--- config.mk ---
export PLATFORM = sky130hd
export DESIGN_NAME = scru_top
export DESIGN_NICKNAME = d
export VERILOG_FILES = /design/src/pkg/scru_pkg.sv /design/src/rtl/scru_cmd_encoder.sv /design/src/rtl/scru_refresh_timer.sv /design/src/rtl/scru_top.sv
export VERILOG_INCLUDE_DIRS = /design/src /design/src/pkg
export SDC_FILE = /design/constraint.sdc
export NUM_CORES = 1
export LEC_CHECK = 0
export BUFFER_PORTS_ARGS = -buffer_cell sky130_fd_sc_hd__buf_2
export CAP_MARGIN = 20
export CORE_MARGIN = 5
export CORE_UTILIZATION = 53
export DETAILED_ROUTE_END_ITERATION = 8
export PLACE_DENSITY = 0.79
export REMOVE_ABC_BUFFERS = 1
export SETUP_SLACK_MARGIN = 0.3
export SLEW_MARGIN = 20
export SYNTH_ARGS = -nofsm -noshare
export SYNTH_HDL_FRONTEND = slang
export SYNTH_SLANG_ARGS = --single-unit
--- constraint.sdc ---
create_clock -name ref_clk -period 5.35 [get_ports ref_clk]
set_clock_uncertainty 0.1 [all_clocks]
set_input_delay 0 -clock ref_clk [delete_from_list [all_inputs] [get_ports ref_clk]]
set_output_delay 0 -clock ref_clk [all_outputs]
set_load 0.005 [all_outputs]
--- src/pkg/scru_cfg.svh ---
// Constants of the SDRAM configuration, refresh and command unit:
// register byte addresses, field positions, reset values, codes, timing.
// Assumes a 32-bit Wishbone address space with full address decode.
`ifndef SCRU_CFG_SVH
`define SCRU_CFG_SVH

// ==========================================================================
// Register byte addresses
`define SCRU_ADDR_SETUP     32'hCC000000
`define SCRU_ADDR_INTERVAL  32'hCC000004
`define SCRU_ADDR_COMMAND   32'hCC000008
`define SCRU_ADDR_STATUS    32'hCC00000C

// ==========================================================================
// Reset values
`define SCRU_SETUP_RST      32'h00000000
`define SCRU_INTERVAL_RST   16'h0384

// ==========================================================================
// Field positions of memory_setup
`define SCRU_SIZE_MSB       2
`define SCRU_SIZE_LSB       0
`define SCRU_CAS3_BIT       3
`define SCRU_TECH64_BIT     5

// ==========================================================================
// Field positions of the status register
`define SCRU_ST_SEQ_BUSY    0
`define SCRU_ST_REF_PEND    1
`define SCRU_ST_CMD_PEND    2
`define SCRU_ST_ACT_HOLD    3
`define SCRU_ST_SETUP_OK    4

// ==========================================================================
// Command codes of memory_command
`define SCRU_CMD_MRS2       3'h0
`define SCRU_CMD_MRS3       3'h1
`define SCRU_CMD_PRE        3'h2
`define SCRU_CMD_NOP        3'h3
`define SCRU_CMD_AR         3'h4
`define SCRU_CMD_BT         3'h5

// ==========================================================================
// Address-line codes: mode words burst 8, sequential, standard, single-location writes; precharge all
`define SCRU_MODE_CL2       13'h0223
`define SCRU_MODE_CL3       13'h0233
`define SCRU_PRE_ALL        13'h0400

// ==========================================================================
// Timing in controller clocks
`define SCRU_MRS_GAP_CLK    3

`endif

--- src/pkg/scru_pkg.sv ---
// Types shared by the SDRAM configuration, refresh and command unit.
// Assumes the constants header is compiled alongside.
package scru_pkg;

  // ========================================================================
  // Operation driven onto the SDRAM command pins for one clock.
  typedef enum logic [2:0] {
    SCRU_OP_DESEL,
    SCRU_OP_MRS2,
    SCRU_OP_MRS3,
    SCRU_OP_PRE,
    SCRU_OP_NOP,
    SCRU_OP_AR,
    SCRU_OP_BT
  } scru_op_t;

  // Active-low SDRAM command strobes travelling together.
  typedef struct packed {
    logic csN;
    logic rasN;
    logic casN;
    logic weN;
  } scru_pins_t;

  // Refresh and command sequencer states.
  typedef enum logic [1:0] {
    SCRU_ST_IDLE,
    SCRU_ST_RP,
    SCRU_ST_RC
  } scru_state_t;

endpackage

--- src/rtl/scru_cmd_encoder.sv ---
// Registered encoder from an operation to SDRAM strobes and address code.
// Assumes the SDRAM samples its pins on the controller clock.
`timescale 1ns/1ps
`include "scru_cfg.svh"

module scru_cmd_encoder #(
  parameter int AW = 13
) (
  // Clock and reset
  input  wire logic              ref_clk,
  input  wire logic              rst,
  // Operation for the next clock
  input  scru_pkg::scru_op_t     op,
  // SDRAM pins
  output scru_pkg::scru_pins_t   pins,
  output logic [AW-1:0]          addr
);

  scru_pkg::scru_pins_t pinsNxt;
  logic [AW-1:0]        addrNxt;

  // ========================================================================
  // Strobe levels and address code per operation; deselect when idle.
  always_comb begin
    pinsNxt = 4'hF;
    addrNxt = '0;
    case (op)
      scru_pkg::SCRU_OP_MRS2: begin
        pinsNxt = 4'h0;
        addrNxt = AW'(`SCRU_MODE_CL2);
      end
      scru_pkg::SCRU_OP_MRS3: begin
        pinsNxt = 4'h0;
        addrNxt = AW'(`SCRU_MODE_CL3);
      end
      scru_pkg::SCRU_OP_PRE: begin
        pinsNxt = 4'h2;
        addrNxt = AW'(`SCRU_PRE_ALL);
      end
      scru_pkg::SCRU_OP_NOP: pinsNxt = 4'h7;
      scru_pkg::SCRU_OP_AR:  pinsNxt = 4'h1;
      scru_pkg::SCRU_OP_BT:  pinsNxt = 4'h6;
      default:               pinsNxt = 4'hF;
    endcase
  end

  // ========================================================================
  // Output flops keep the pins glitch free.
  always_ff @(posedge ref_clk or posedge rst) begin
    if (rst) begin
      pins <= 4'hF;
      addr <= '0;
    end else begin
      pins <= pinsNxt;
      addr <= addrNxt;
    end
  end
endmodule

--- src/rtl/scru_refresh_timer.sv ---
// Refresh interval timer: counts down the programmed interval and pulses
// expire once per interval. Assumes interval comes from a same-clock flop.
`timescale 1ns/1ps
`include "scru_cfg.svh"

module scru_refresh_timer #(
  parameter int W = 16
) (
  // Clock and reset
  input  wire logic         ref_clk,
  input  wire logic         rst,
  // Programmed terminal count and its write strobe
  input  wire logic [W-1:0] interval,
  input  wire logic         reload,
  // One-cycle refresh request
  output logic              expire
);

  logic [W-1:0] cnt_r;
  logic         reloadDly_r;

  // ========================================================================
  // Write strobe delayed one clock. The interval flop is written on the
  // same edge as the strobe, so loading at the strobe takes the old count.
  always_ff @(posedge ref_clk or posedge rst) begin
    if (rst) begin
      reloadDly_r <= 1'b0;
    end else begin
      reloadDly_r <= reload;
    end
  end

  // ========================================================================
  // Counter. Zero in the interval stops all requests; a rewrite restarts.
  always_ff @(posedge ref_clk or posedge rst) begin
    if (rst) begin
      cnt_r  <= W'(`SCRU_INTERVAL_RST);
      expire <= 1'b0;
    end else if (reloadDly_r || interval == '0) begin
      cnt_r  <= interval;
      expire <= 1'b0;
    end else if (cnt_r <= W'(1)) begin
      cnt_r  <= interval;
      expire <= 1'b1;
    end else begin
      cnt_r  <= cnt_r - W'(1);
      expire <= 1'b0;
    end
  end
endmodule

--- src/rtl/scru_top.sv ---
// SDRAM configuration, refresh timing and software command unit.
// Assumes a classic Wishbone master on ref_clk and an access engine on the
// same clock that reports accessBusy and honours the outputs below.
`timescale 1ns/1ps
`include "scru_cfg.svh"

module scru_top #(
  parameter int AW     = 13,
  parameter int RP_CYC = 3,
  parameter int RC_CYC = 8
) (
  // Clock and reset
  input  wire logic          ref_clk,
  input  wire logic          rst,
  // Wishbone classic slave
  input  wire logic          cyc_i,
  input  wire logic          stb_i,
  input  wire logic          we_i,
  input  wire logic [31:0]   adr_i,
  input  wire logic [31:0]   dat_i,
  input  wire logic [3:0]    sel_i,
  output logic [31:0]        dat_o,
  output logic               ack_o,
  // Access engine side
  input  wire logic          accessBusy,
  output logic               refreshBusy,
  output logic               pageInvalidate,
  output logic               activateOk,
  output logic               casLatency3,
  output logic [2:0]         memSize,
  output logic               tech64,
  output logic               setupValid,
  // SDRAM pins
  output logic               sdrCsN,
  output logic               sdrRasN,
  output logic               sdrCasN,
  output logic               sdrWeN,
  output logic [AW-1:0]      sdrAddr
);

  // ========================================================================
  // Declarations
  logic [31:0]            setup_r;
  logic [15:0]            interval_r;
  logic [2:0]             cmdCode_r;
  logic                   cmdPend_r;
  logic                   refPend_r;
  logic [7:0]             cnt_r;
  logic [7:0]             cnt_nxt;
  logic [1:0]             mrsCnt_r;
  logic [1:0]             mrsCnt_nxt;
  scru_pkg::scru_state_t  state_r;
  scru_pkg::scru_state_t  state_nxt;
  scru_pkg::scru_op_t     op_nxt;
  scru_pkg::scru_op_t     swOp;
  scru_pkg::scru_pins_t   pins;
  logic                   refStart;
  logic                   cmdIssue;
  logic                   inval;
  logic                   expire;
  logic                   refPend_nxt;
  logic                   cmdPend_nxt;
  logic                   setupOk;

  // ========================================================================
  // Byte-lane merge for partial writes.
  function automatic logic [31:0] mergeBytes(input logic [31:0] old,
                                             input logic [31:0] nw,
                                             input logic [3:0]  sel);
    logic [31:0] res;
    res = old;
    for (int i = 0; i < 4; i++) begin
      if (sel[i]) begin
        res[8*i +: 8] = nw[8*i +: 8];
      end
    end
    return res;
  endfunction

  // ========================================================================
  // Bus decode. A write takes effect on the edge that sees ack high, so the
  // master's data is stable for a full cycle before it is stored.
  wire        busHit    = cyc_i & stb_i;
  wire        wrTake    = busHit & we_i & ack_o;
  wire        selSetup  = adr_i == `SCRU_ADDR_SETUP;
  wire        selIntv   = adr_i == `SCRU_ADDR_INTERVAL;
  wire        selCmd    = adr_i == `SCRU_ADDR_COMMAND;
  wire        selStat   = adr_i == `SCRU_ADDR_STATUS;
  wire        wrSetup   = wrTake & selSetup;
  wire        wrIntv    = wrTake & selIntv;
  wire        wrCmd     = wrTake & selCmd & sel_i[0];
  wire [31:0] setupMrg  = mergeBytes(setup_r, dat_i, sel_i);
  wire [31:0] intvMrg   = mergeBytes({16'h0000, interval_r}, dat_i, sel_i);
  wire        cmdValid  = dat_i[2:0] <= `SCRU_CMD_BT;
  wire [31:0] statWord  = {27'h0000000, setupValid, ~activateOk,
                           cmdPend_r, refPend_r, state_r != scru_pkg::SCRU_ST_IDLE};

  // Read mux; the command register is write-only and reads as zero, as do
  // unmapped addresses, which are still acknowledged so no master hangs.
  wire [31:0] rdData = selSetup ? setup_r :
                       selIntv  ? {16'h0000, interval_r} :
                       selStat  ? statWord : 32'h00000000;

  // ========================================================================
  // Wishbone answer: ack one cycle after the request, dropped the next.
  always_ff @(posedge ref_clk or posedge rst) begin
    if (rst) begin
      ack_o <= 1'b0;
      dat_o <= 32'h00000000;
    end else begin
      ack_o <= busHit & ~ack_o;
      dat_o <= (busHit & ~ack_o & ~we_i) ? rdData : 32'h00000000;
    end
  end

  // ========================================================================
  // Configuration registers.
  always_ff @(posedge ref_clk or posedge rst) begin
    if (rst) begin
      setup_r    <= `SCRU_SETUP_RST;
      interval_r <= `SCRU_INTERVAL_RST;
    end else begin
      if (wrSetup) begin
        setup_r <= setupMrg;
      end
      if (wrIntv) begin
        interval_r <= intvMrg[15:0];
      end
    end
  end

  // Reserved size encodings: 100..111 with 64-Mbit parts, 110..111 above.
  assign setupOk = setupMrg[`SCRU_TECH64_BIT] ? ~setupMrg[2]
                                              : ~(&setupMrg[2:1]);

  // ========================================================================
  // Decoded configuration seen by the access engine, all from flops.
  always_ff @(posedge ref_clk or posedge rst) begin
    if (rst) begin
      casLatency3 <= 1'b0;
      memSize     <= 3'h0;
      tech64      <= 1'b0;
      setupValid  <= 1'b1;
    end else if (wrSetup) begin
      casLatency3 <= setupMrg[`SCRU_CAS3_BIT];
      memSize     <= setupMrg[`SCRU_SIZE_MSB:`SCRU_SIZE_LSB];
      tech64      <= setupMrg[`SCRU_TECH64_BIT];
      setupValid  <= setupOk;
    end
  end

  // ========================================================================
  // Refresh interval timer.
  scru_refresh_timer #(
    .W        (16)
  ) u_timer (
    .ref_clk  (ref_clk),
    .rst      (rst),
    .interval (interval_r),
    .reload   (wrIntv),
    .expire   (expire)
  );

  // ========================================================================
  // Software command decode. Codes 110 and 111 are dropped at the write,
  // which keeps the pins quiet rather than guessing a meaning.
  always_comb begin
    case (cmdCode_r)
      `SCRU_CMD_MRS2: swOp = scru_pkg::SCRU_OP_MRS2;
      `SCRU_CMD_MRS3: swOp = scru_pkg::SCRU_OP_MRS3;
      `SCRU_CMD_PRE:  swOp = scru_pkg::SCRU_OP_PRE;
      `SCRU_CMD_NOP:  swOp = scru_pkg::SCRU_OP_NOP;
      `SCRU_CMD_AR:   swOp = scru_pkg::SCRU_OP_AR;
      `SCRU_CMD_BT:   swOp = scru_pkg::SCRU_OP_BT;
      default:        swOp = scru_pkg::SCRU_OP_DESEL;
    endcase
  end

  // ========================================================================
  // Sequencer. Refresh wins over a queued software command; neither starts
  // while a transaction runs. The expire pulse itself is looked at so that
  // an idle controller starts on the very next clock.
  always_comb begin
    state_nxt = state_r;
    op_nxt    = scru_pkg::SCRU_OP_DESEL;
    cnt_nxt   = cnt_r;
    refStart  = 1'b0;
    cmdIssue  = 1'b0;
    case (state_r)
      scru_pkg::SCRU_ST_IDLE: begin
        if (!accessBusy && (refPend_r || expire)) begin
          refStart  = 1'b1;
          op_nxt    = scru_pkg::SCRU_OP_PRE;
          state_nxt = scru_pkg::SCRU_ST_RP;
          cnt_nxt   = 8'(RP_CYC - 1);
        end else if (!accessBusy && cmdPend_r) begin
          cmdIssue  = 1'b1;
          op_nxt    = swOp;
        end
      end
      scru_pkg::SCRU_ST_RP: begin
        if (cnt_r == 8'h00) begin
          op_nxt    = scru_pkg::SCRU_OP_AR;
          state_nxt = scru_pkg::SCRU_ST_RC;
          cnt_nxt   = 8'(RC_CYC - 1);
        end else begin
          cnt_nxt   = cnt_r - 8'h01;
        end
      end
      scru_pkg::SCRU_ST_RC: begin
        if (cnt_r == 8'h00) begin
          state_nxt = scru_pkg::SCRU_ST_IDLE;
        end else begin
          cnt_nxt   = cnt_r - 8'h01;
        end
      end
      default: state_nxt = scru_pkg::SCRU_ST_IDLE;
    endcase
  end

  // Any precharge or refresh closes every bank, so the page table goes.
  assign inval = op_nxt == scru_pkg::SCRU_OP_PRE ||
                 op_nxt == scru_pkg::SCRU_OP_AR;

  // A new request in the cycle its predecessor is served is kept; a pulse
  // that starts a refresh straight from idle is used up by that start.
  assign refPend_nxt = expire ? ~(refStart & ~refPend_r)
                              : (refPend_r & ~refStart);
  assign cmdPend_nxt = (wrCmd & cmdValid) | (cmdPend_r & ~cmdIssue);

  // Mode-set guard counts down the clocks before an activate is legal.
  assign mrsCnt_nxt = (op_nxt == scru_pkg::SCRU_OP_MRS2 ||
                       op_nxt == scru_pkg::SCRU_OP_MRS3) ?
                      2'(`SCRU_MRS_GAP_CLK) :
                      (mrsCnt_r != 2'h0) ? mrsCnt_r - 2'h1 : 2'h0;

  // ========================================================================
  // Sequencer state and engine-side outputs.
  always_ff @(posedge ref_clk or posedge rst) begin
    if (rst) begin
      state_r        <= scru_pkg::SCRU_ST_IDLE;
      cnt_r          <= 8'h00;
      refPend_r      <= 1'b0;
      cmdPend_r      <= 1'b0;
      cmdCode_r      <= 3'h0;
      mrsCnt_r       <= 2'h0;
      activateOk     <= 1'b1;
      pageInvalidate <= 1'b0;
      refreshBusy    <= 1'b0;
    end else begin
      state_r        <= state_nxt;
      cnt_r          <= cnt_nxt;
      refPend_r      <= refPend_nxt;
      cmdPend_r      <= cmdPend_nxt;
      if (wrCmd && cmdValid) begin
        cmdCode_r    <= dat_i[2:0];
      end
      mrsCnt_r       <= mrsCnt_nxt;
      activateOk     <= mrsCnt_nxt == 2'h0;
      pageInvalidate <= inval;
      refreshBusy    <= refPend_nxt | (state_nxt != scru_pkg::SCRU_ST_IDLE);
    end
  end

  // ========================================================================
  // Pin encoder.
  scru_cmd_encoder #(
    .AW      (AW)
  ) u_enc (
    .ref_clk (ref_clk),
    .rst     (rst),
    .op      (op_nxt),
    .pins    (pins),
    .addr    (sdrAddr)
  );

  assign sdrCsN  = pins.csN;
  assign sdrRasN = pins.rasN;
  assign sdrCasN = pins.casN;
  assign sdrWeN  = pins.weN;
endmodule

==> impl_metrics.csv, run 1 <==
group,metric,value,unit
worst_setup_path,crit_fanout,8,
worst_setup_path,crit_type,"in -> reg",
global_routing,use_met2,42.5,%
global_routing,use_met3,7.37,%
global_routing,grt_max_degree,86,
synthesis,netlist_area,5720,µm²
flow_run,drv_cap,0,
layout,final_cell_mix,"buf_2, dfrtp_1, dlygate4sd3_1, mux2_2, nor2_1",
sta,setup_violations,0,
sta,relSlewSlack,41.6,%
layout,areaGrowthSynthToFinish,34.8,%
layout,regArea,3200,µm²
synthesis,ys_types,60,
clocking,numClockSinks,127,
detailed_routing,final_antenna_net_count,0,
global_routing,grt_remaining_overflow,0,
layout,nets,766,
synthesis,yosysWarnings,0,
worst_setup_path,arrival,4.05,ns
worst_setup_path,crit_chain,"dlygate4sd3_1 -> buf_2 -> nor4_1 -> dlygate4sd3_1 -> nand4_1 -> dlygate4sd3_1 -> nor4_4 -> nand3_2 -> mux2_2 -> dlygate4sd3_1",
clocking,clockBufferDepth,2,
detailed_routing,vias,4811,
clocking,cts_resized,0,
floorplanning,die_area,13000,µm²
synthesis,synth_top_family_by_area,"simple AND/OR/NAND/NOR gates",
synthesis,synthMuxAreaShare,11.0,%
global_routing,grt_util_all_layers,25.4,%
floorplanning,rows,38,
power_and_ir_drop,netSwitchingFraction,22.6,%
power_and_ir_drop,power.total,2.16,mW
detailed_routing,drt-total-wl,16100,µm
detailed_routing,dr.pass1.iters,6,
worst_setup_path,cp-end-kind,"flop",
placement,io_buffers,125,
synthesis,ys_seq_elements,127,
clocking,cts_tree,"built",
power_and_ir_drop,ir_worst_vdd,0.235,mV
clocking,holdBufCountCts,70,
detailed_routing,vias_per_cell,5.74,
clocking,cts_root_buffer,"clkbuf_8",
worst_setup_path,cpMostUsedCell,"dlygate4sd3_1",
worst_setup_path,worstPathBufferInverterCount,5,
worst_setup_path,cp.required,5.67,ns
global_routing,antenna_found_initial,0,
power_and_ir_drop,clkPwrFrac,51.0,%
synthesis,synth_xor_area_share,2.60,%
power_and_ir_drop,powerDensity,280,nW/µm²
layout,n_antenna_cell,0,
placement,gp_congestion,0.869,
sta,finalHoldViolCount,0,
synthesis,syn_avg_cell_area,11.8,µm²
detailed_routing,drc,0,
layout,multiInputGateArea,2370,µm²
power_and_ir_drop,p_seq_share,44.5,%
detailed_routing,post_drt_wl_per_cell,19.2,µm
sta,max_freq,268,MHz
sta,fin_crit_sh,69.7,%
worst_setup_path,path_delay_family,"buffers and inverters",
synthesis,ys.flop_type,"dfrtp_1",
layout,fillCellCount,693,
clocking,insertion_delay,0.53,ns
global_routing,top_usage_layer,"met2",
sta,slew_viol_final,0,
power_and_ir_drop,comb_power_share,4.5,%
worst_setup_path,cpPeakStageDelay,0.71,ns
global_routing,grt_pass1_vias,5115,
power_and_ir_drop,leakage,3.98,nW
status,outcome,"completed",
power_and_ir_drop,p_switching,0.490,mW
floorplanning,core,10700,µm²
worst_setup_path,start_kind,"primary input",
power_and_ir_drop,intPower,1.67,mW
sta,post-route-min-period,3.73,ns
placement,hpwl,9370,µm
clocking,post_cts_buffers,0,
global_routing,met1_usage,30.4,%
synthesis,synthCells,487,
floorplanning,die_w,114,µm
floorplanning,io_pins,133,
global_routing,grt_pass1_wl,25600,µm
clocking,htreeDepth,4,
layout,layout_commonest_cell,"buf_2",
detailed_routing,drt_iter0_drc,346,
synthesis,synth_fa_ha_area_share,1.70,%
worst_hold_path,hp-class,"in -> reg",
clocking,clk_pin_slew_worst_paths,0.07,ns
clocking,cts_buffers,17,
synthesis,synth_compound_area_share,9.05,%
worst_setup_path,critPathSlowestCell,"dlygate4sd3_1",
synthesis,synth_edf_count,0,
synthesis,yosys.area_share.simple,16.3,%
sta,worst_pin_slew,0.873,ns
sta,rsz0062_at_grt,"no",
layout,drive_gt1_share,35.1,%
synthesis,yosysSeqAreaShare,55.8,%
synthesis,synthArstFlopShare,100,%
floorplanning,dieHeight,114,µm
floorplanning,start_util,53.5,%
sta,fin_setup_tns,0,ns
-- tightest hold or removal path, stage by stage --
cell      delay, ns
buf_2          0.08
nor4_1         0.07
nand4b_1       0.09
nor3_1         0.05
buf_4          0.17
and2_1         0.16
-- routing by layer --
metal	wire length (µm)	part of all wire [%]	vias to the layer above
met4	487	3.0	0
met2	8220	51	231
li1	-	-	2131
met5	0	0	-
met3	1140	7.1	46
met1	6220	39	2403
-- cells by family (layout without fill, tap and decap cells) --
group,Yosys count,after routing
buffers and inverters,39,244
XOR/XNOR,17,17
flip-flops,127,127
AO/OA/AOI/OAI,77,77
other,1,7
multiplexers,56,56
AND/OR/NAND/NOR,162,162
adder cells (fa/ha/maj),8,8
-- metrics by stage --
| step | hold slack (ns) | worst slack (ns) | util, % | std cells | instance area, µm² |
|---|---|---|---|---|---|
| 2_1_floorplan | 0.0448 | 1.89 | - | 467 | 5600 |
| 3_3_place_gp | 0.133 | 2.65 | 60.2 | 735 | 6440 |
| 3_5_place_dp | 0.136 | 2.46 | 60.2 | 735 | 6440 |
| 6_report | 0.0315 | 1.62 | 72.1 | 838 | 7720 |
| 4_1_cts | 0.00156 | 1.66 | 72.0 | 837 | 7700 |
| 5_1_grt | 0.0470 | 1.46 | 72.1 | 838 | 7720 |
-- synth_stat cells, types with 3 or more instances --
library cell | number | area share [%]
and2_1 | 20 | 2.2
nand3_2 | 3 | 0.52
or3_1 | 3 | 0.33
nor4bb_1 | 3 | 0.52
buf_4 | 13 | 1.7
nand3b_1 | 3 | 0.39
nand3_1 | 6 | 0.52
ha_1 | 7 | 1.5
mux2_2 | 54 | 11
nand2b_1 | 3 | 0.33
nor2_1 | 36 | 2.4
clkbuf_1 | 9 | 0.59
a31oi_1 | 3 | 0.33
a21oi_1 | 11 | 0.96
xor2_1 | 7 | 1.1
nor4_1 | 18 | 2.0
a22o_1 | 5 | 0.76
buf_2 | 4 | 0.35
dfrtp_1 | 113 | 49
dfstp_2 | 14 | 6.4
xnor2_1 | 10 | 1.5
a22oi_1 | 11 | 1.4
nand2_1 | 29 | 1.9
a21o_1 | 4 | 0.52
nand4_1 | 6 | 0.66
nor3_1 | 8 | 0.70
or4_1 | 3 | 0.39
o21ai_0 | 24 | 2.1
and3_1 | 3 | 0.33
inv_1 | 13 | 0.85
o31ai_1 | 3 | 0.39
-- power by group through the flow --
stage	Clock (mW)	Combinational (mW)	Sequential [mW]
6_report	1.10	0.0966	0.963
5_1_grt	1.16	0.106	0.962
4_1_cts	1.11	0.0923	0.962
3_5_place_dp	0	0.0662	0.979
3_3_place_gp	0	0.0636	0.979
2_1_floorplan	0	0.0233	0.979
-- state kept, by name, indices dropped and copies added (netlist names) --
signal	count
interval_r	16
ack_o	1
u_timer.reloadDly_r	1
u_timer.expire	1
u_enc.pins	4
setupValid	1
setup_r	32
u_timer.cnt_r	16
u_enc.addr	3
cmdPend_r	1
pageInvalidate	1
dat_o	32
activateOk	1
cnt_r	8
refPend_r	1
state_r	2
refreshBusy	1
cmdCode_r	3
mrsCnt_r	2
-- area by class of cell --
| type | count | area share (%) |
|---|---|---|
| clock inverter | 13 | 1.83 |
| multi-input combinational | 327 | 30.7 |
| tap | 140 | 2.27 |
| clock buffer | 19 | 5.46 |
| sequential | 127 | 41.4 |
| inverter | 13 | 0.697 |
| timing repair buffer | 199 | 17.7 |
-- path summary, 6_finish.rpt --
path,depth (start not counted),end,startpoint,slack [ns]
min in group asynchronous,3,pageInvalidate,rst,0.07
setup / recovery,10,setup_r[4],adr_i[19],1.62
hold / removal,6,u_timer.reloadDly_r,adr_i[8],0.03
max in group asynchronous,4,u_timer.cnt_r[8],rst,4.03
setup reg to reg,6,u_timer.cnt_r[7],u_timer.cnt_r[10],2.76
hold reg to reg,1,activateOk,mrsCnt_r[1],0.34
Note: power is estimated with default switching activity, not from simulation.
==> inputs of run 2 (changes only) <==
- CORE_UTILIZATION: 53 -> 49
- PLACE_DENSITY: 0.79 -> 0.77
- clock period: 5.35 -> 3.2 ns (I/O delays scaled with it)
==> run 2 against run 1 <==
Sequential power is 67% higher. Final cell count down 0.72%. Highest routed layer unchanged. Wire length shrank 8.6%. Die area is 7.4% higher. Worst hold slack improved by 0.013 ns. Combinational power grew 58%. Core utilization fell by 5.0 points. Sequential cell count did not move.
==> impl_metrics.csv, run 2 (synthesized netlist as in run 1, its figures left out) <==
group,metric,value,unit
worst_hold_path,worstHoldPathCells,5,
power_and_ir_drop,ir_worst_vdd,0.424,mV
power_and_ir_drop,power.total,3.77,mW
layout,nets,757,
floorplanning,core,11400,µm²
sta,max_freq,395,MHz
worst_setup_path,regToRegStartpoint,"state_r[1]",
clocking,numClockSinks,127,
sta,post-route-min-period,2.53,ns
global_routing,grt_max_degree,61,
global_routing,grt_util_all_layers,22.0,%
clocking,htreeDepth,4,
detailed_routing,drc,0,
sta,setup_violations,0,
placement,placed_cell_area,6470,µm²
layout,final_cell_mix,"buf_2, dfrtp_1, dlygate4sd3_1, mux2_2, nor2_1",
sta,finalHoldViolCount,0,
global_routing,grt_remaining_overflow,0,
worst_setup_path,cpMostUsedCell,"dlygate4sd3_1",
worst_setup_path,arrival,2.73,ns
worst_hold_path,hp-class,"in -> reg",
placement,io_buffers,125,
worst_setup_path,crit_fanout,8,
detailed_routing,vias_per_cell,5.49,
detailed_routing,post_drt_wl_per_cell,17.6,µm
clocking,insertion_delay,0.42,ns
layout,reg_top3,"dat_o x32, setup_r x32",
worst_setup_path,critPathCapture,"setup_r[16]",
global_routing,grt_pass1_wl,24800,µm
global_routing,grt_pass1_vias,4927,
sta,relSlewSlack,47.9,%
sta,rsz0062_at_grt,"no",
power_and_ir_drop,leakage,3.96,nW
worst_setup_path,start_kind,"primary input",
detailed_routing,drt-total-wl,14700,µm
placement,hpwl,9550,µm
floorplanning,dieHeight,118,µm
worst_setup_path,cp.required,3.39,ns
worst_setup_path,critPathLaunch,"adr_i[13]",
worst_setup_path,critPathSlowestCell,"dlygate4sd3_1",
power_and_ir_drop,powerDensity,492,nW/µm²
floorplanning,rows,39,
detailed_routing,dr.pass1.iters,5,
layout,layout_commonest_cell,"buf_2",
clocking,clk_pin_slew_worst_paths,0.06,ns
global_routing,antenna_found_initial,0,
layout,drive_gt1_share,36.3,%
clocking,cts_tree,"built",
status,outcome,"completed",
worst_setup_path,crit_type,"in -> reg",
detailed_routing,vias,4570,
clocking,clockBufferDepth,2,
layout,n_antenna_cell,0,
layout,fillCellCount,788,
worst_setup_path,cp-end-kind,"flop",
worst_setup_path,cpPeakStageDelay,0.58,ns
floorplanning,die_w,118,µm
floorplanning,io_pins,133,
sta,fin_crit_sh,79.1,%
worst_setup_path,r2r-end,"u_enc.pins[3]",
worst_setup_path,rr_worst_depth,7,
sta,fin_ws,0.668,ns
layout,fin_area,7670,µm²
detailed_routing,drt_iter0_drc,299,
clocking,post_cts_buffers,0,
sta,fin_setup_tns,0,ns
sta,worst_pin_slew,0.779,ns
clocking,cts_root_buffer,"clkbuf_16",
floorplanning,die_area,13900,µm²
sta,slew_viol_final,0,
worst_setup_path,worst-r2r-setup-slack,0.67,ns
layout,areaGrowthSynthToFinish,34.0,%
worst_setup_path,crit_chain,"dlygate4sd3_1 -> buf_2 -> nor2_1 -> nand4_1 -> nor4_4 -> nand3_2 -> mux2_2 -> dlygate4sd3_1",
floorplanning,start_util,50.1,%
detailed_routing,final_antenna_net_count,0,
clocking,cts_resized,0,
placement,place_ws,0.770,ns
clocking,cts_buffers,17,
flow_run,drv_cap,0,
placement,gp_congestion,0.902,
-- run 2: cell count changes in the layout (fill, tap and decap cells not counted), sizes merged, moves of 2 or more --
cell	delta
buf	+4
clkbuf	-2
clkinv	-2
dlygate4sd3	-12
inv	+3
-- run 2: power by group --
part	internal [mW]	switching, mW	leakage, nW
clock network	1.26	0.751	0.298
registers	1.61	0.000909	1.72
logic	0.0748	0.0778	1.94
total	2.94	0.830	3.96
-- run 2: what timing repair did --
item	CTS	global route
endpoints found under the setup margin	0	0
hold buffers	58	0
hold endpoints to repair	112	0
-- run 2: final cells by class --
cell class	count	area (µm²)	share of cell area [%]
Clock buffer	18	439	5.72
Tap cell	143	179	2.33
Timing Repair Buffer	190	1260	16.4
Multi-Input combinational cell	327	2370	30.9
Sequential cell	127	3200	41.7
Inverter	13	51.3	0.669
Clock inverter	14	180	2.35
-- run 2: critical path: cells and delay by family --
kind | cells | cell delay (ns)
mux | 1 | 0.35
buf+inv | 3 | 1.22
simple gates | 4 | 1.14
-- run 2: stage by stage --
stage,hold slack (ns),util [%],cells
floorplan,0.0448,-,467
global placement,0.0724,56.7,742
detailed placement,0.0823,56.7,742
CTS,0.0359,67.2,832
global route,0.0568,67.2,832
finish,0.0444,67.2,832
-- run 2: worst min-delay path by stage --
stage,from,endpoint,slack [ns]
floorplan,stb_i,ack_o,0.04
global placement,rst,dat_o[18],0.07
detailed placement,rst,dat_o[17],0.08
CTS,adr_i[29],cmdCode_r[2],0.04
global route,adr_i[21],cmdCode_r[1],0.06
finish,adr_i[21],cmdCode_r[2],0.04
-- run 2: metal layers --
layer	share of wire [%]	vias to the layer above	GRT usage, %
li1	-	2117	-
met1	41	2259	26.7
met2	50	169	36.6
met4	1.7	0	7.17
met3	6.9	25	7.54
met5	0	-	0
